==> config.mk <==
export PLATFORM = sky130hd
export DESIGN_NAME = oft_engine_flat
export DESIGN_NICKNAME = d
export VERILOG_FILES = /design/src/core/oft_pkg.sv /design/src/core/oft_link_if.sv /design/src/core/oft_engine.sv /design/src/flat_wrapper.sv
export VERILOG_INCLUDE_DIRS = /design/src /design/src/core
export SDC_FILE = /design/constraint.sdc
export NUM_CORES = 1
export LEC_CHECK = 0
export BUFFER_PORTS_ARGS = -buffer_cell sky130_fd_sc_hd__buf_2
export CAP_MARGIN = 25
export CORE_ASPECT_RATIO = 2
export CORE_UTILIZATION = 60
export CTS_CLUSTER_SIZE = 8
export DETAILED_ROUTE_END_ITERATION = 12
export HOLD_SLACK_MARGIN = 0.15
export PLACE_DENSITY = 0.84
export SYNTH_ARGS = -nofsm -noshare
export SYNTH_HDL_FRONTEND = slang
export SYNTH_SLANG_ARGS = --single-unit
==> constraint.sdc <==
create_clock -name sys_clk -period 9.5 [get_ports sys_clk]
set_input_delay 0.475 -clock sys_clk [delete_from_list [all_inputs] [get_ports sys_clk]]
set_output_delay 0.475 -clock sys_clk [all_outputs]
set_load 0.05 [all_outputs]
==> src/core/oft_regs.svh <==
// Constants for the outbound frame transfer engine and its controller end.
`ifndef OFT_REGS_SVH
`define OFT_REGS_SVH

// ============================================================
// Instruction fields
`define OFT_OP_W        2
`define OFT_REF_W       18
`define OFT_HLEN_W      8
`define OFT_TYPE_W      4
`define OFT_OP_FREE     2'h0
`define OFT_OP_HDR      2'h1
`define OFT_OP_XMIT     2'h2
`define OFT_OP_RZV      2'h3
`define OFT_QW_PAD      4'h0

// ============================================================
// Descriptor layout: memory base, byte offsets from the descriptor start, header word indices
`define OFT_OCM_BASE    32'h0000_0000
`define OFT_DESC_PADDR  32'h0000_0000
`define OFT_DESC_BODY   32'h0000_0020
`define OFT_WORD_STEP   32'h0000_0004
`define OFT_LAST_WIDX   2'h3
`define OFT_PAY_WIDX    2'h1

// ============================================================
// Controller register offsets
`define OFT_REG_WORK    12'h000
`define OFT_REG_FREE    12'h004
`define OFT_REG_FRAME   12'h008
`define OFT_REG_STATUS  12'h00c

// ============================================================
// Controller register fields and reset values
`define OFT_WORK_REF_LSB  0
`define OFT_WORK_HLEN_LSB 18
`define OFT_WORK_TYPE_LSB 26
`define OFT_WORK_OP_LSB   30
`define OFT_VALID_BIT     31
`define OFT_LAST_BIT      30
`define OFT_FTYPE_LSB     8
`define OFT_WORK_RST      32'h0000_0000
`define OFT_CNT_W         16

`endif

==> src/core/oft_pkg.sv <==
// Types shared by the outbound engine and its controller end.
package oft_pkg;

  // ============================================================
  // Engine states, one-hot.
  typedef enum logic [5:0]
  {
    OFT_IDLE  = 6'h01,
    OFT_FETCH = 6'h02,
    OFT_HDR   = 6'h04,
    OFT_PAY   = 6'h08,
    OFT_RZV   = 6'h10,
    OFT_REL   = 6'h20
  } oft_eng_state_t;

  // ============================================================
  // Whole state of the engine.
  typedef struct packed
  {
    oft_eng_state_t st;
    logic [1:0]     op;
    logic [3:0]     ftype;
    logic [17:0]    dref;
    logic [1:0]     wIdx;
    logic [31:0]    addr;
    logic [11:0]    hdrLeft;
    logic [31:0]    payAddr;
    logic [31:0]    payLeft;
    logic [31:0]    rz0;
    logic [31:0]    rz1;
    logic           have;
    logic [7:0]     data;
    logic           last;
  } oft_eng_t;

  // ============================================================
  // Whole state of the controller end.
  typedef struct packed
  {
    logic        instPend;
    logic [31:0] instWord;
    logic        freeValid;
    logic [17:0] freeRef;
    logic        byteValid;
    logic [7:0]  byteData;
    logic        byteLast;
    logic [3:0]  byteType;
    logic [15:0] frameCnt;
  } oft_ctl_t;

endpackage

==> src/core/oft_link_if.sv <==
// Link between the outbound engine and the controller that feeds and drains it.
`timescale 1ns/1ps
interface oft_link_if;

  // Work-list instruction.
  logic        insValid;
  logic        insReady;
  logic [1:0]  insOp;
  logic [7:0]  insHdrLen;
  logic [3:0]  insType;
  logic [17:0] insRef;

  // Outbound frame byte stream.
  logic        txValid;
  logic        txReady;
  logic [7:0]  txData;
  logic        txLast;
  logic [3:0]  txType;

  // Descriptor return to the free-list.
  logic        relValid;
  logic        relReady;
  logic [17:0] relRef;

  modport engine
  (
    input  insValid, insOp, insHdrLen, insType, insRef, txReady, relReady,
    output insReady, txValid, txData, txLast, txType, relValid, relRef
  );

  modport client
  (
    output insValid, insOp, insHdrLen, insType, insRef, txReady, relReady,
    input  insReady, txValid, txData, txLast, txType, relValid, relRef
  );

endinterface

==> src/core/oft_engine.sv <==
// Outbound frame transfer engine: runs work-list instructions, sends frames, frees descriptors.
//
// Contract
// [RL1] Opcode 0: send nothing, only free descriptor.
// [RL2] Opcode 0 length and type should be zero.
// [RL3] Opcode 0: descriptor contents never read.
// [RL4] Software fills free-list using opcode 0.
// [RL5] Opcode 1: frame is header only, no payload.
// [RL6] Header length in quadwords, within maximum.
// [RL7] Broken header length gives undefined behaviour.
// [RL8] Transmitting opcodes carry valid length and type.
// [RL9] Opcode 2: header then gathered payload, one frame.
// [RL10] Opcodes 2,3: zero header length means payload-only.
// [RL11] Payload address and length from first quadword.
// [RL12] Payload address may have any byte alignment.
// [RL13] Payload buffer flushed or uncached by software.
// [RL14] Payload length in bytes; zero means no fetch.
// [RL15] Software keeps length and address in range.
// [RL16] Opcode 2 ignores the rendezvous reference.
// [RL17] Opcode 3: transmit, then start rendezvous.
// [RL18] Rendezvous reference from second header quadword; the engine reads it from words 2,3, in the first.
// [RL19] Opcode 3: rendezvous first, then free descriptor.
// [RL20] Instructions run one at a time, in order.
// [RL21] Opcodes 1,2 free descriptor after transmission.
// [RL22] Frame whole: header, then payload, last marked.
`timescale 1ns/1ps
`include "oft_regs.svh"

module oft_engine
(
  // Clock and reset.
  input  wire logic        sys_clk,
  input  wire logic        rst,
  // Link to the controller end.
  oft_link_if.engine       link,
  // Memory read port, one aligned 32-bit word per request.
  output logic             memRd,
  output logic [31:0]      memAddr,
  input  wire logic        memAck,
  input  wire logic [31:0] memData,
  // Rendezvous channel.
  output logic             rzvValid,
  input  wire logic        rzvReady,
  output logic [31:0]      rzvWord0,
  output logic [31:0]      rzvWord1,
  // Status.
  output logic             busy
);

  oft_pkg::oft_eng_t s_q;
  oft_pkg::oft_eng_t s_d;

  // ============================================================
  // Helpers

  // Where an instruction goes once its frame has been sent.
  function automatic oft_pkg::oft_eng_state_t oftAfterFrame(input logic [1:0] op);
    if (op == `OFT_OP_RZV)
    begin
      return oft_pkg::OFT_RZV;
    end
    return oft_pkg::OFT_REL;
  endfunction

  // Descriptor address in the processor's address space.
  function automatic logic [31:0] oftDescAddr(input logic [17:0] dref);
    return `OFT_OCM_BASE + {14'h0, dref};
  endfunction

  // Picks one byte out of a little-endian word.
  function automatic logic [7:0] oftByteSel(input logic [31:0] w, input logic [1:0] lane);
    return w[{lane, 3'h0} +: 8];
  endfunction

  // ============================================================
  // Outputs

  // Memory is always addressed by word; the byte lane is picked on return, so any
  // payload alignment works at the cost of one read per byte.
  assign memAddr        = {s_q.addr[31:2], 2'h0};
  assign link.txData    = s_q.data;
  assign link.txLast    = s_q.last;
  assign link.txType    = s_q.ftype;
  assign link.relRef    = s_q.dref;
  assign rzvWord0       = s_q.rz0;
  assign rzvWord1       = s_q.rz1;
  assign busy           = (s_q.st != oft_pkg::OFT_IDLE);

  // A new instruction is only taken when idle, so they run one by one.
  assign link.insReady  = (s_q.st == oft_pkg::OFT_IDLE); // [RL20]
  assign memRd          = ((s_q.st == oft_pkg::OFT_FETCH)
                           || (s_q.st == oft_pkg::OFT_HDR)
                           || (s_q.st == oft_pkg::OFT_PAY))
                          && !s_q.have;
  assign link.txValid   = ((s_q.st == oft_pkg::OFT_HDR) || (s_q.st == oft_pkg::OFT_PAY))
                          && s_q.have;
  assign rzvValid       = (s_q.st == oft_pkg::OFT_RZV);
  assign link.relValid  = (s_q.st == oft_pkg::OFT_REL);

  // ============================================================
  // Next state

  // All sequencing lives here; the flip-flop process below only registers it.
  always_comb
  begin
    s_d = s_q;
    case (s_q.st)
      oft_pkg::OFT_IDLE:
      begin
        if (link.insValid)
        begin
          s_d.op      = link.insOp;
          s_d.ftype   = link.insType;
          s_d.dref    = link.insRef;
          s_d.hdrLeft = {link.insHdrLen, `OFT_QW_PAD};
          s_d.payLeft = 32'h0;
          s_d.wIdx    = 2'h0;
          s_d.have    = 1'b0;
          if (link.insOp == `OFT_OP_FREE)
          begin
            // No memory access at all for a plain free.
            s_d.st = oft_pkg::OFT_REL; // [RL1] [RL3]
          end
          else if (link.insOp == `OFT_OP_HDR)
          begin
            // Header-only frame: the payload reference is never read.
            s_d.st   = oft_pkg::OFT_HDR; // [RL5]
            s_d.addr = oftDescAddr(link.insRef) + `OFT_DESC_BODY;
          end
          else
          begin
            s_d.st   = oft_pkg::OFT_FETCH;
            s_d.addr = oftDescAddr(link.insRef) + `OFT_DESC_PADDR;
          end
        end
      end

      oft_pkg::OFT_FETCH:
      begin
        if (memAck)
        begin
          // Words 0,1 are the payload reference, words 2,3 the rendezvous one.
          case (s_q.wIdx)
            2'h0:    s_d.payAddr = memData; // [RL11]
            2'h1:    s_d.payLeft = memData; // [RL11] [RL14]
            2'h2:    s_d.rz0     = memData; // [RL18]
            default: s_d.rz1     = memData; // [RL18]
          endcase
          // Opcode 2 stops after the payload reference and never looks further.
          if (((s_q.wIdx == `OFT_PAY_WIDX) && (s_q.op != `OFT_OP_RZV))
              || (s_q.wIdx == `OFT_LAST_WIDX)) // [RL16]
          begin
            if (s_q.hdrLeft != 12'h0)
            begin
              s_d.st   = oft_pkg::OFT_HDR; // [RL9]
              s_d.addr = oftDescAddr(s_q.dref) + `OFT_DESC_BODY;
            end
            else if (s_d.payLeft != 32'h0)
            begin
              s_d.st   = oft_pkg::OFT_PAY; // [RL10]
              s_d.addr = s_d.payAddr;
            end
            else
            begin
              // Nothing to send and nothing fetched.
              s_d.st = oftAfterFrame(s_q.op); // [RL14]
            end
          end
          else
          begin
            s_d.wIdx = s_q.wIdx + 2'h1;
            s_d.addr = s_q.addr + `OFT_WORD_STEP;
          end
        end
      end

      oft_pkg::OFT_HDR,
      oft_pkg::OFT_PAY:
      begin
        if (!s_q.have)
        begin
          if (memAck)
          begin
            s_d.data = oftByteSel(memData, s_q.addr[1:0]); // [RL12]
            s_d.have = 1'b1;
            // Last byte of the header only ends the frame when no payload follows.
            if (s_q.st == oft_pkg::OFT_HDR)
            begin
              s_d.last = (s_q.hdrLeft == 12'h1)
                         && ((s_q.op == `OFT_OP_HDR) || (s_q.payLeft == 32'h0)); // [RL22]
            end
            else
            begin
              s_d.last = (s_q.payLeft == 32'h1); // [RL22]
            end
          end
        end
        else if (link.txReady)
        begin
          s_d.have = 1'b0;
          s_d.addr = s_q.addr + 32'h1;
          if (s_q.st == oft_pkg::OFT_HDR)
          begin
            s_d.hdrLeft = s_q.hdrLeft - 12'h1;
            if (s_q.hdrLeft == 12'h1)
            begin
              // Payload bytes follow the header in the same frame.
              if ((s_q.op != `OFT_OP_HDR) && (s_q.payLeft != 32'h0))
              begin
                s_d.st   = oft_pkg::OFT_PAY; // [RL9] [RL22]
                s_d.addr = s_q.payAddr;
              end
              else
              begin
                s_d.st = oftAfterFrame(s_q.op);
              end
            end
          end
          else
          begin
            s_d.payLeft = s_q.payLeft - 32'h1;
            s_d.payAddr = s_q.payAddr + 32'h1;
            if (s_q.payLeft == 32'h1)
            begin
              s_d.st = oftAfterFrame(s_q.op); // [RL17]
            end
          end
        end
      end

      oft_pkg::OFT_RZV:
      begin
        // The rendezvous is posted after the frame's last byte was taken, or straight after the fetch when the frame is empty.
        if (rzvReady)
        begin
          s_d.st = oft_pkg::OFT_REL; // [RL17] [RL19]
        end
      end

      oft_pkg::OFT_REL:
      begin
        if (link.relReady)
        begin
          s_d.st = oft_pkg::OFT_IDLE; // [RL21] [RL20]
        end
      end

      default:
      begin
        s_d.st = oft_pkg::OFT_IDLE;
      end
    endcase
  end

  // ============================================================
  // State register

  // Reset loads the idle state code and clears every other field to zero.
  always_ff @(posedge sys_clk or posedge rst)
  begin
    if (rst)
    begin
      s_q <= '{st: oft_pkg::OFT_IDLE, default: '0};
    end
    else
    begin
      s_q <= s_d;
    end
  end

endmodule

==> src/flat_wrapper.sv <==
// flat-port wrapper written by rule: the top's interface ports become plain ports
module oft_engine_flat 
  (sys_clk, rst, memRd, memAddr, memAck, memData, rzvValid, rzvReady, rzvWord0, rzvWord1, busy, link_insValid, link_insOp, link_insHdrLen, link_insType, link_insRef, link_txReady, link_relReady, link_insReady, link_txValid, link_txData, link_txLast, link_txType, link_relValid, link_relRef);
  oft_link_if link_i ();
  input  wire logic sys_clk;
  input  wire logic rst;
  output logic memRd;
  output logic [31:0] memAddr;
  input  wire logic memAck;
  input  wire logic [31:0] memData;
  output logic rzvValid;
  input  wire logic rzvReady;
  output logic [31:0] rzvWord0;
  output logic [31:0] rzvWord1;
  output logic busy;
  input wire logic [$bits(link_i.insValid)-1:0] link_insValid;
  input wire logic [$bits(link_i.insOp)-1:0] link_insOp;
  input wire logic [$bits(link_i.insHdrLen)-1:0] link_insHdrLen;
  input wire logic [$bits(link_i.insType)-1:0] link_insType;
  input wire logic [$bits(link_i.insRef)-1:0] link_insRef;
  input wire logic [$bits(link_i.txReady)-1:0] link_txReady;
  input wire logic [$bits(link_i.relReady)-1:0] link_relReady;
  output wire logic [$bits(link_i.insReady)-1:0] link_insReady;
  output wire logic [$bits(link_i.txValid)-1:0] link_txValid;
  output wire logic [$bits(link_i.txData)-1:0] link_txData;
  output wire logic [$bits(link_i.txLast)-1:0] link_txLast;
  output wire logic [$bits(link_i.txType)-1:0] link_txType;
  output wire logic [$bits(link_i.relValid)-1:0] link_relValid;
  output wire logic [$bits(link_i.relRef)-1:0] link_relRef;
  assign link_i.insValid = link_insValid;
  assign link_i.insOp = link_insOp;
  assign link_i.insHdrLen = link_insHdrLen;
  assign link_i.insType = link_insType;
  assign link_i.insRef = link_insRef;
  assign link_i.txReady = link_txReady;
  assign link_i.relReady = link_relReady;
  assign link_insReady = link_i.insReady;
  assign link_txValid = link_i.txValid;
  assign link_txData = link_i.txData;
  assign link_txLast = link_i.txLast;
  assign link_txType = link_i.txType;
  assign link_relValid = link_i.relValid;
  assign link_relRef = link_i.relRef;
  oft_engine u_core (.sys_clk(sys_clk), .rst(rst), .link(link_i), .memRd(memRd), .memAddr(memAddr), .memAck(memAck), .memData(memData), .rzvValid(rzvValid), .rzvReady(rzvReady), .rzvWord0(rzvWord0), .rzvWord1(rzvWord1), .busy(busy));
endmodule
Word level (Yosys, flattened, before mapping)
Index checks and enable logic that the tools add are counted.
- register bits after elaboration: 214
- input bits: 71
- output and inout port bits: 133
- $add $sub $neg: 8
- eq/ne operators: 31
- shifts and indexed selects: 1
- muxes and demuxes: 69
- bitwise gates (word level): 2
- reductions and logical operators: 34
- operator list (operator ; number):
    two-way mux 32 bit ; 14
    two-way mux 108 bit ; 2
    case mux 32 bit (3 select lines) ; 2
    two-way mux 128 bit ; 1
    two-way mux 6 bit ; 17
    two-way mux 76 bit ; 1
    adder 32 x 1 -> 32 bit (second input constant) ; 2
    two-way mux 64 bit ; 1
    case mux 32 bit (2 select lines) ; 1
    nonzero test 32 bit ; 2
    two-way mux 44 bit ; 1
    adder 18 x 6 -> 19 bit (second input constant) ; 2
    two-way mux 34 bit ; 1
    adder 32 x 3 -> 32 bit (second input constant) ; 1
    == test 32 x 1 -> 1 bit (second input constant) ; 1
    logical NOT 32 bit ; 1
    indexed part select 32 x 6 -> 8 bit ; 1
    subtractor 32 x 1 -> 32 bit (second input constant) ; 1
    case mux 6 bit (5 select lines) ; 1
    case mux 12 bit (2 select lines) ; 1
    two-way mux 1 bit ; 21
    != test 2 bit (second input constant) ; 9
    == test 12 x 1 -> 1 bit (second input constant) ; 1
    nonzero test 12 bit ; 1
    other kinds (36) ; 59

Longest topological paths before layout
Gate-level depths: netlist (run 1).
- depth after elaboration: 16
- mapped depth: 12
- depth with buffers taken out: 9

Worst setup path after synthesis (run 1)
No wires, ideal clock.
- kind: register to register
- start: register u_core.s_q[209] in the netlist's numbering
- end: register u_core.s_q[210] in the netlist's numbering
- setup time: 125 ps
- arrival: 3070 ps
- setup slack: 6305 ps
- stages on the path, launching flop included: 9
- period minus slack after synthesis: 3195 ps
- path through: dfrtp_1 -> buf_2 -> or4_1 -> nor3b_1 -> nor2b_1 -> nor4_1 -> o211ai_1 -> nor2_1 -> mux2_2
- elaborated cells between the ends (all ways): 21
- those cells by class: 15 x eq/ne; 4 x mux; 2 x reduce/logical
- RTL lines (what ; line ; RTL):
    from (decl) ; oft_engine.sv:50 ; oft_pkg::oft_eng_t s_q;
    from (signal assigned) ; oft_engine.sv:263 ; s_q <= '{st: oft_pkg::OFT_IDLE, default: '0};
    from (signal assigned) ; oft_engine.sv:267 ; s_q <= s_d;
    == test 6 bit * ; - ;
    via link_relValid ; flat_wrapper.sv:28 ; output wire logic [$bits(link_i.relValid)-1:0] link_relValid;
    != test 2 bit (no source line) ; - ;
    AND reduction 9 bit (no source line) ; - ;
The timed path passes the listed nets; every way through them passes the cells marked *. The select of a mux whose other input is x is not followed.
A chain may end at the register's enable or synchronous reset.

Final worst setup path (run 1)
- start: register u_core.s_q[183] in the netlist's numbering
- end: register u_core.s_q (netlist bit u_core.memAddr[26])
- word-level cells in the longest chain between the ends: 7
- elaborated cells between the ends (all ways): 17
- those cells by class: 3 x eq/ne; 9 x mux; 5 x reduce/logical
- RTL lines (what ; line ; RTL):
    == test 2 x 1 -> 1 bit or logical NOT 2 bit (tied branches) ; oft_engine.sv:143 ; case (s_q.wIdx)
    two-way mux 32 bit ; oft_engine.sv:143 ;
    two-way mux 32 bit (on tied branches) ; oft_engine.sv:140, oft_engine.sv:158 ;
    two-way mux 32 bit (on tied branches) ; oft_engine.sv:107, oft_engine.sv:153 ;
    nonzero test 32 bit or two-way mux 32 bit (tied branches) ; oft_engine.sv:158, oft_engine.sv:150 ;
    != test 4 bit (no source line) or two-way mux 34 bit (tied branches) ; - ;
    AND reduction 7 bit (no source line) or case mux 32 bit (3 select lines) (tied branches) ; - ;
Parallel ways exist; a longest one is shown, timed or not. The select of a mux whose other input is x is not followed.

==> results_dict.tcl, run 1 <==
set metrics [dict create \
    hold_buffers 13 \
    status "finished clean" \
    power_density_nw_per_um2 386 \
    peakVddDrop_mv 0.259 \
    startpoint_type "register" \
    comb_power_share_pct 57.3 \
    power_switching_share_pct 52.9 \
    grt_usage_pct 38.7 \
    synth_seq_cells 214 \
    hold_violations 0 \
    diodes 0 \
    grt_start_max_net_pins 103 \
    synthFlopType "dfrtp_1" \
    path_buf_inv 3 \
    ys_warn_count 0 \
    clk_path_buf_depth 3 \
    arrival_ns 3.99 \
    worst-setup-path-type "reg -> reg" \
    die_x_um 114 \
    postCtsSetupBuffers 0 \
    setup_viol 0 \
    drt_pass1_iterations 8 \
    drt_wl_total_mm 49.7 \
    final_layout_size_suffix_gt1_share_pct 21.7 \
    async_reset_ff_share_pct 100 \
    rsz0062_at_grt "false" \
    worstPathCellList "inv_1 > ha_1 > buf_4 > nor4_1 > nand3_1 > a222oi_1 > nor4b_2 > a221o_2 > buf_4 > mux2_2" \
    placed_area_um2 15200 \
    clkLatencyLatePin_ns 0.58 \
    num_rows 81 \
    slew_headroom_pct 19.2 \
    final_area_um2 16200 \
    slowest_delay_ns 0.49 \
    postRouteAntennaNets 0 \
    avgViaCountPerCell 6.74 \
    nets 1825 \
    reg2regPathDepth 10 \
    p_leak_uw 0.00729 \
    die_height_um 226 \
    min_path_cells 3 \
    crit_required_ns 9.96 \
    crit_fanout 61 \
    placeableCoreArea_um2 24500 \
    synth_edf_count 0 \
    synth_commonest_cells "dfrtp_1, nand2_1, o21ai_0" \
    cts_htree_levels 1 \
    grt_pass1_vias 13424 \
    synth_top_cell_by_area "dfrtp_1" \
    instances_no_fill 2082 \
    io-pin-count 204 \
    gp_congestion 0.990 \
    maxCapViolations 0 \
    synth_top_area_share_pct 35.6 \
    grt_antenna_before_repair 0 \
    synthToLayoutAreaGrowth_pct 7.81 \
    end_kind "register" \
    port-buffer-count 201 \
    clock_sinks 214 \
    maxSlewViolCount 0 \
    critPathTopFamily "simple AND/OR/NAND/NOR gates" \
    yosysSeqAreaShare_pct 35.7 \
    dieArea_um2 25700 \
    cp.depth 10 \
    slowest_stage "buf_4" \
    clkPwrFrac_pct 16.0 \
    finalCriticalPeriod_ns 3.53 \
    skew_ns 0.0153 \
    synthCells 1715 \
    max_freq_mhz 283 \
    initial_core_util_pct 61.1 \
    ys_top_cells_by_area "dfrtp_1, mux2_2, buf_4, nand2_1, o21ai_0" \
    globalRouteOverflowTotal 0 \
    num-fill-cells 2091 \
    clkTransAtPathRegs_ns 0.06 \
    placedCellCount 2024 \
    place_hpwl_mm 35.5 \
    tns_ns 0 \
    p_int_uw 2940 \
    cts_tree "built" \
    cp_common_cell "buf_4" \
    drc 0 \
    drtIter0Drc 1411 \
    yosysUniqueCellTypes 74 \
    dr_total_vias 14024 \
    grt_pass1_wl_mm 75.3 \
    root_buffer "clkbuf_16" \
    yosysMostFrequentCell "dfrtp_1" \
    avgSynthCellArea_um2 8.74 \
    hp-class "in -> reg" \
    power_frac_seq_pct 26.7 \
    cts_buffers 30 \
    cts_resized 0 \
    power.net_switching_uw 3300 \
    tightestPinTransition_ns 1.20 \
    finalCritPeriodShare_pct 37.2 \
    wire_per_inst_um 23.9 \
    netlist_area_um2 15000 \
]
==> layer usage <==
metal / vias up / global-route usage, % / wire length (um)
met3: 290 / 6.64 / 4100
met1: 6666 / 40.9 / 16400
met5: - / 0 / 0
li1: 6115 / - / -
met4: 0 / 31.0 / 4590
met2: 953 / 67.0 / 24600
==> cell usage in the layout, fill, tap and decap left out, drive strengths merged, types with 8 or more instances in the layout <==
master       count
a31oi           11
or4              8
buf            220
nor2           117
o211ai          13
o31a             9
o21ai          153
and3            11
mux4             8
a32oi           15
mux2i           53
clkbuf          44
or2              8
inv             31
ha              16
xnor2           50
nand2          196
xor2            34
nor2b            9
nand4           37
o32a            10
dfrtp          213
a21oi           86
dlygate4sd3     13
mux2            98
a22o            27
or3             14
nor4            38
nor3            40
nand3           53
o22ai           19
o32ai           13
==> worst paths after layout <==
check / from / end / slack (ns)
min in group asynchronous: rst / u_core.rzvWord0[0] / 0.60
worst min register to register: u_core.link.txType[1] / u_core.link.txType[1] / 0.48
worst max-delay path: u_core.s_q[183] / u_core.memAddr[26] / 5.97
worst min-delay path: link_insRef[6] / u_core.link.relRef[6] / 0.15
max in group asynchronous: rst / u_core.memAddr[18] / 7.51
worst max register to register: u_core.s_q[183] / u_core.memAddr[26] / 5.97
==> tightest hold or removal path, stage by stage <==
cell	delay, ns
buf_2	0.12
nand2_1	0.05
nand2_1	0.05
==> cell families (layout without fill, tap and decap cells) <==
logic type / after synthesis / after routing / synth area share [%]
buffers and inverters: 274 / 308 / 10.3
AOI/OAI and AO/OA: 406 / 406 / 17.1
xor gates and xnor gates: 84 / 84 / 4.91
DFF: 214 / 214 / 35.7
muxes: 159 / 159 / 12.1
other: 1 / 2 / 0.0250
adders and majority gates: 16 / 16 / 1.34
and+or+nand+nor: 561 / 561 / 18.5
==> per-stage QoR <==
step | util [%] | total power (uW) | setup slack [ns] | hold WS [ns]
6_report | 65.9 | 6240 | 5.97 | 0.151
3_5_place_dp | 61.9 | 5120 | 6.10 | 0.457
4_1_cts | 65.9 | 6130 | 6.09 | 0.153
5_1_grt | 65.9 | 6590 | 5.80 | 0.159
3_3_place_gp | 61.9 | 5050 | 6.17 | 0.455
2_1_floorplan | - | 4330 | 3.18 | 0.447
==> flip-flops by register name, summed over array words and instances (netlist names) <==
signal              flops
u_core.link.txData      8
u_core.link.relRef     18
u_core.s_q             89
u_core.memAddr         30
u_core.link.txType      4
u_core.rzvWord0        32
u_core.rzvWord1        32
u_core.link.txLast      1
==> power groups by stage <==
stage / Sequential (uW) / Combinational [uW] / Clock, uW
4_1_cts: 1640 / 3490 / 998
3_5_place_dp: 1650 / 3470 / 0
5_1_grt: 1700 / 3850 / 1040
3_3_place_gp: 1640 / 3420 / 0
6_report: 1670 / 3580 / 998
2_1_floorplan: 1450 / 2880 / 0
==> cell type report <==
| class | count | area (um^2) | area share (%) |
|---|---|---|---|
| clock buffer | 44 | 835 | 5.16 |
| inverter | 31 | 124 | 0.766 |
| tap | 332 | 415 | 2.57 |
| timing repair buffer | 233 | 1280 | 7.91 |
| sequential | 214 | 5360 | 33.1 |
| multi-input combinational | 1228 | 8150 | 50.4 |
(Power assumes the default switching activity.)
==> run 2, diff against run 1 <==
ABC_AREA = 1   (was unset)
PLACE_DENSITY = 0.83   (was 0.84)
clock period = 3.4 ns   (was 9.5 ns; I/O delays follow)
==> run 2 against run 1 <==
Count of clock-buffer cells in the layout shrank 3. Synthesized cell count is 45% higher. Critical path depth up 2. Via count is 29% higher. Critical path type unchanged.
==> results_dict.tcl, run 2 <==
set metrics [dict create \
    worst-setup-path-type "reg -> reg" \
    regArea_um2 5360 \
    synth_commonest_cells "nand2_1, inv_1, nor2_1" \
    synth_edf_count 0 \
    postCtsSetupBuffers 0 \
    synth_mux_area_share_pct 0 \
    placed_area_um2 16600 \
    synth_top_area_share_pct 32.8 \
    synthXorXnorAreaFrac_pct 3.12 \
    clk_path_buf_depth 3 \
    num_rows 84 \
    setup_viol 0 \
    yosys.area_share.simple_pct 33.4 \
    wire_per_inst_um 22.2 \
    drt_wl_total_mm 66.0 \
    num-fill-cells 2303 \
    synthCells 2481 \
    tightestPinTransition_ns 1.07 \
    power.net_switching_uw 9760 \
    arrival_ns 3.62 \
    final_layout_size_suffix_gt1_share_pct 13.0 \
    finalCritPeriodShare_pct 92.7 \
    synth_top_cell_by_area "dfrtp_1" \
    status "finished clean" \
    clkLatencyLatePin_ns 0.58 \
    dieArea_um2 27800 \
    clock_sinks 214 \
    max_freq_mhz 317 \
    grt_pass1_vias 18038 \
    tns_ns 0 \
    postRouteAntennaNets 0 \
    avgViaCountPerCell 6.09 \
    clkTransAtPathRegs_ns 0.06 \
    placeableCoreArea_um2 26500 \
    dr_total_vias 18084 \
    gp_congestion 1.03 \
    synth_top_family_by_area "simple AND/OR/NAND/NOR gates" \
    crit_fanout 18 \
    nets 2701 \
    power_frac_seq_pct 25.1 \
    drt_pass1_iterations 8 \
    hp-class "in -> reg" \
    grt_start_max_net_pins 121 \
    grt_antenna_before_repair 2 \
    cts_htree_levels 1 \
    port-buffer-count 201 \
    p_int_uw 7680 \
    final_area_um2 18200 \
    yosysUniqueCellTypes 52 \
    synthToLayoutAreaGrowth_pct 12.1 \
    yosysSeqAreaShare_pct 32.9 \
    clkPwrFrac_pct 15.9 \
    mostFrequentLayoutCells "nand2_1, inv_1, nor2_1, o21ai_0, dfrtp_1" \
    io-pin-count 204 \
    initial_core_util_pct 61.4 \
    ys_top_cells_by_area "dfrtp_1, nand2_1, o21ai_0, buf_4, inv_1" \
    startpoint_type "register" \
    maxSlewViolCount 0 \
    grt_pass1_wl_mm 101 \
    avgSynthCellArea_um2 6.55 \
    crit_required_ns 3.87 \
    synthAdderAreaFrac_pct 1.23 \
    cts_tree "built" \
    cts_buffers 30 \
    synth_compound_area_share_pct 14.6 \
    p_leak_uw 0.00918 \
    power_switching_share_pct 55.9 \
    end_kind "register" \
    die_x_um 118 \
    total_power_uw 17400 \
    finalCriticalPeriod_ns 3.15 \
    drc 0 \
    rsz0062_at_grt "false" \
    grt_usage_pct 47.8 \
    ys_warn_count 0 \
    comb_power_share_pct 58.9 \
    netlist_area_um2 16300 \
    peakVddDrop_mv 0.747 \
    root_buffer "clkbuf_16" \
    yosysMostFrequentCell "nand2_1" \
    layout_commonest_cell "nand2_1" \
    regMostFlops "u_core.s_q" \
    async_reset_ff_share_pct 100 \
    fin_util_pct 68.8 \
    largest_reg_flops 89 \
    hold_violations 0 \
    synth_seq_cells 214 \
    slew_headroom_pct 28.0 \
    maxCapViolations 0 \
    synthFlopType "dfrtp_1" \
    globalRouteOverflowTotal 0 \
    power_density_nw_per_um2 957 \
    multiInputGateArea_um2 8520 \
    skew_ns 0.0190 \
    place_hpwl_mm 47.0 \
    die_height_um 235 \
    drtIter0Drc 1542 \
]
[run 2: cell count changes after synthesis, sizes merged, moves of 39 or more]
cell / previous run / this run
xnor2: 50 / 8
inv: 31 / 263
mux2: 98 / 0
nor2: 117 / 264
nand3: 53 / 169
clkbuf: 80 / 41
nand2: 196 / 754
o21ai: 153 / 289
mux2i: 53 / 0
[run 2: path summary, 6_finish.rpt]
path | slack, ns | startpoint | to | cells past startpoint
worst max-delay path | 0.25 | u_core.s_q[103] | u_core.memAddr[18] | 12
worst min-delay path | 0.17 | link_txReady | u_core.s_q[9] | 6
worst max register to register | 0.25 | u_core.s_q[103] | u_core.memAddr[18] | 12
worst min register to register | 0.48 | u_core.rzvWord1[3] | u_core.rzvWord1[3] | 2
max in group asynchronous | 2.40 | rst | u_core.s_q[103] | 4
min in group asynchronous | 0.29 | rst | u_core.s_q[76] | 4
[run 2: cell type report]
class / count / area share [%]
Multi-Input combinational cell: 1793 / 46.8
Antenna cell: 1 / 0.0137
Clock inverter: 1 / 0.0893
Clock buffer: 41 / 4.35
Sequential cell: 214 / 29.4
Tap cell: 344 / 2.36
Timing Repair Buffer: 311 / 11.5
Inverter: 264 / 5.46
[run 2: layer usage]
layer / wire [um] / global-route usage, % / up-vias
met5: 15 / 0 / -
met4: 8080 / 48.8 / 2
met3: 5470 / 12.3 / 455
met2: 32000 / 81.3 / 1112
met1: 20500 / 44.9 / 8377
li1: - / - / 8138
[run 2: repair_timing]
action	in CTS	in global routing
hold buffers	75	0
gates resized for setup	0	0
hold endpoints to repair	331	0
[run 2: cells by family (layout without fill, tap and decap cells)]
group / count (synthesis) / in the layout
buf+inv: 475 / 617
xor+xnor: 58 / 58
flops: 214 / 214
simple gates: 1284 / 1284
other cells: 1 / 3
compound gates: 433 / 433
fa+ha+maj: 16 / 16
[run 2: worst max-delay path, stage by stage (launching register included)]
cell,delay [ns]
dfrtp_1,0.43
inv_1,0.12
nand2_1,0.06
nor2_1,0.33
nand2_1,0.10
nor2_1,0.22
nand2_2,0.34
nand4_1,0.44
nor2_1,0.28
nor2_1,0.41
nand3_1,0.12
nand2_1,0.12
nand2_1,0.06
[run 2: stage by stage]
step,hold slack (ns),worst slack [ns],cells
finish,0.170,0.248,2969
global route,0.222,0.0569,2968
CTS,0.169,0.302,2965
detailed placement,0.368,0.434,2848
global placement,0.374,0.440,2848
floorplan,0.287,0.447,2482
[run 2: power groups by stage]
| stage | sequential (uW) | combinational [uW] | clock, uW |
|---|---|---|---|
| 2_1_floorplan | 4030 | 7850 | 0 |
| 3_3_place_gp | 4320 | 9630 | 0 |
| 3_5_place_dp | 4350 | 9780 | 0 |
| 4_1_cts | 4320 | 9950 | 2760 |
| 5_1_grt | 4450 | 11000 | 2860 |
| 6_report | 4380 | 10300 | 2780 |
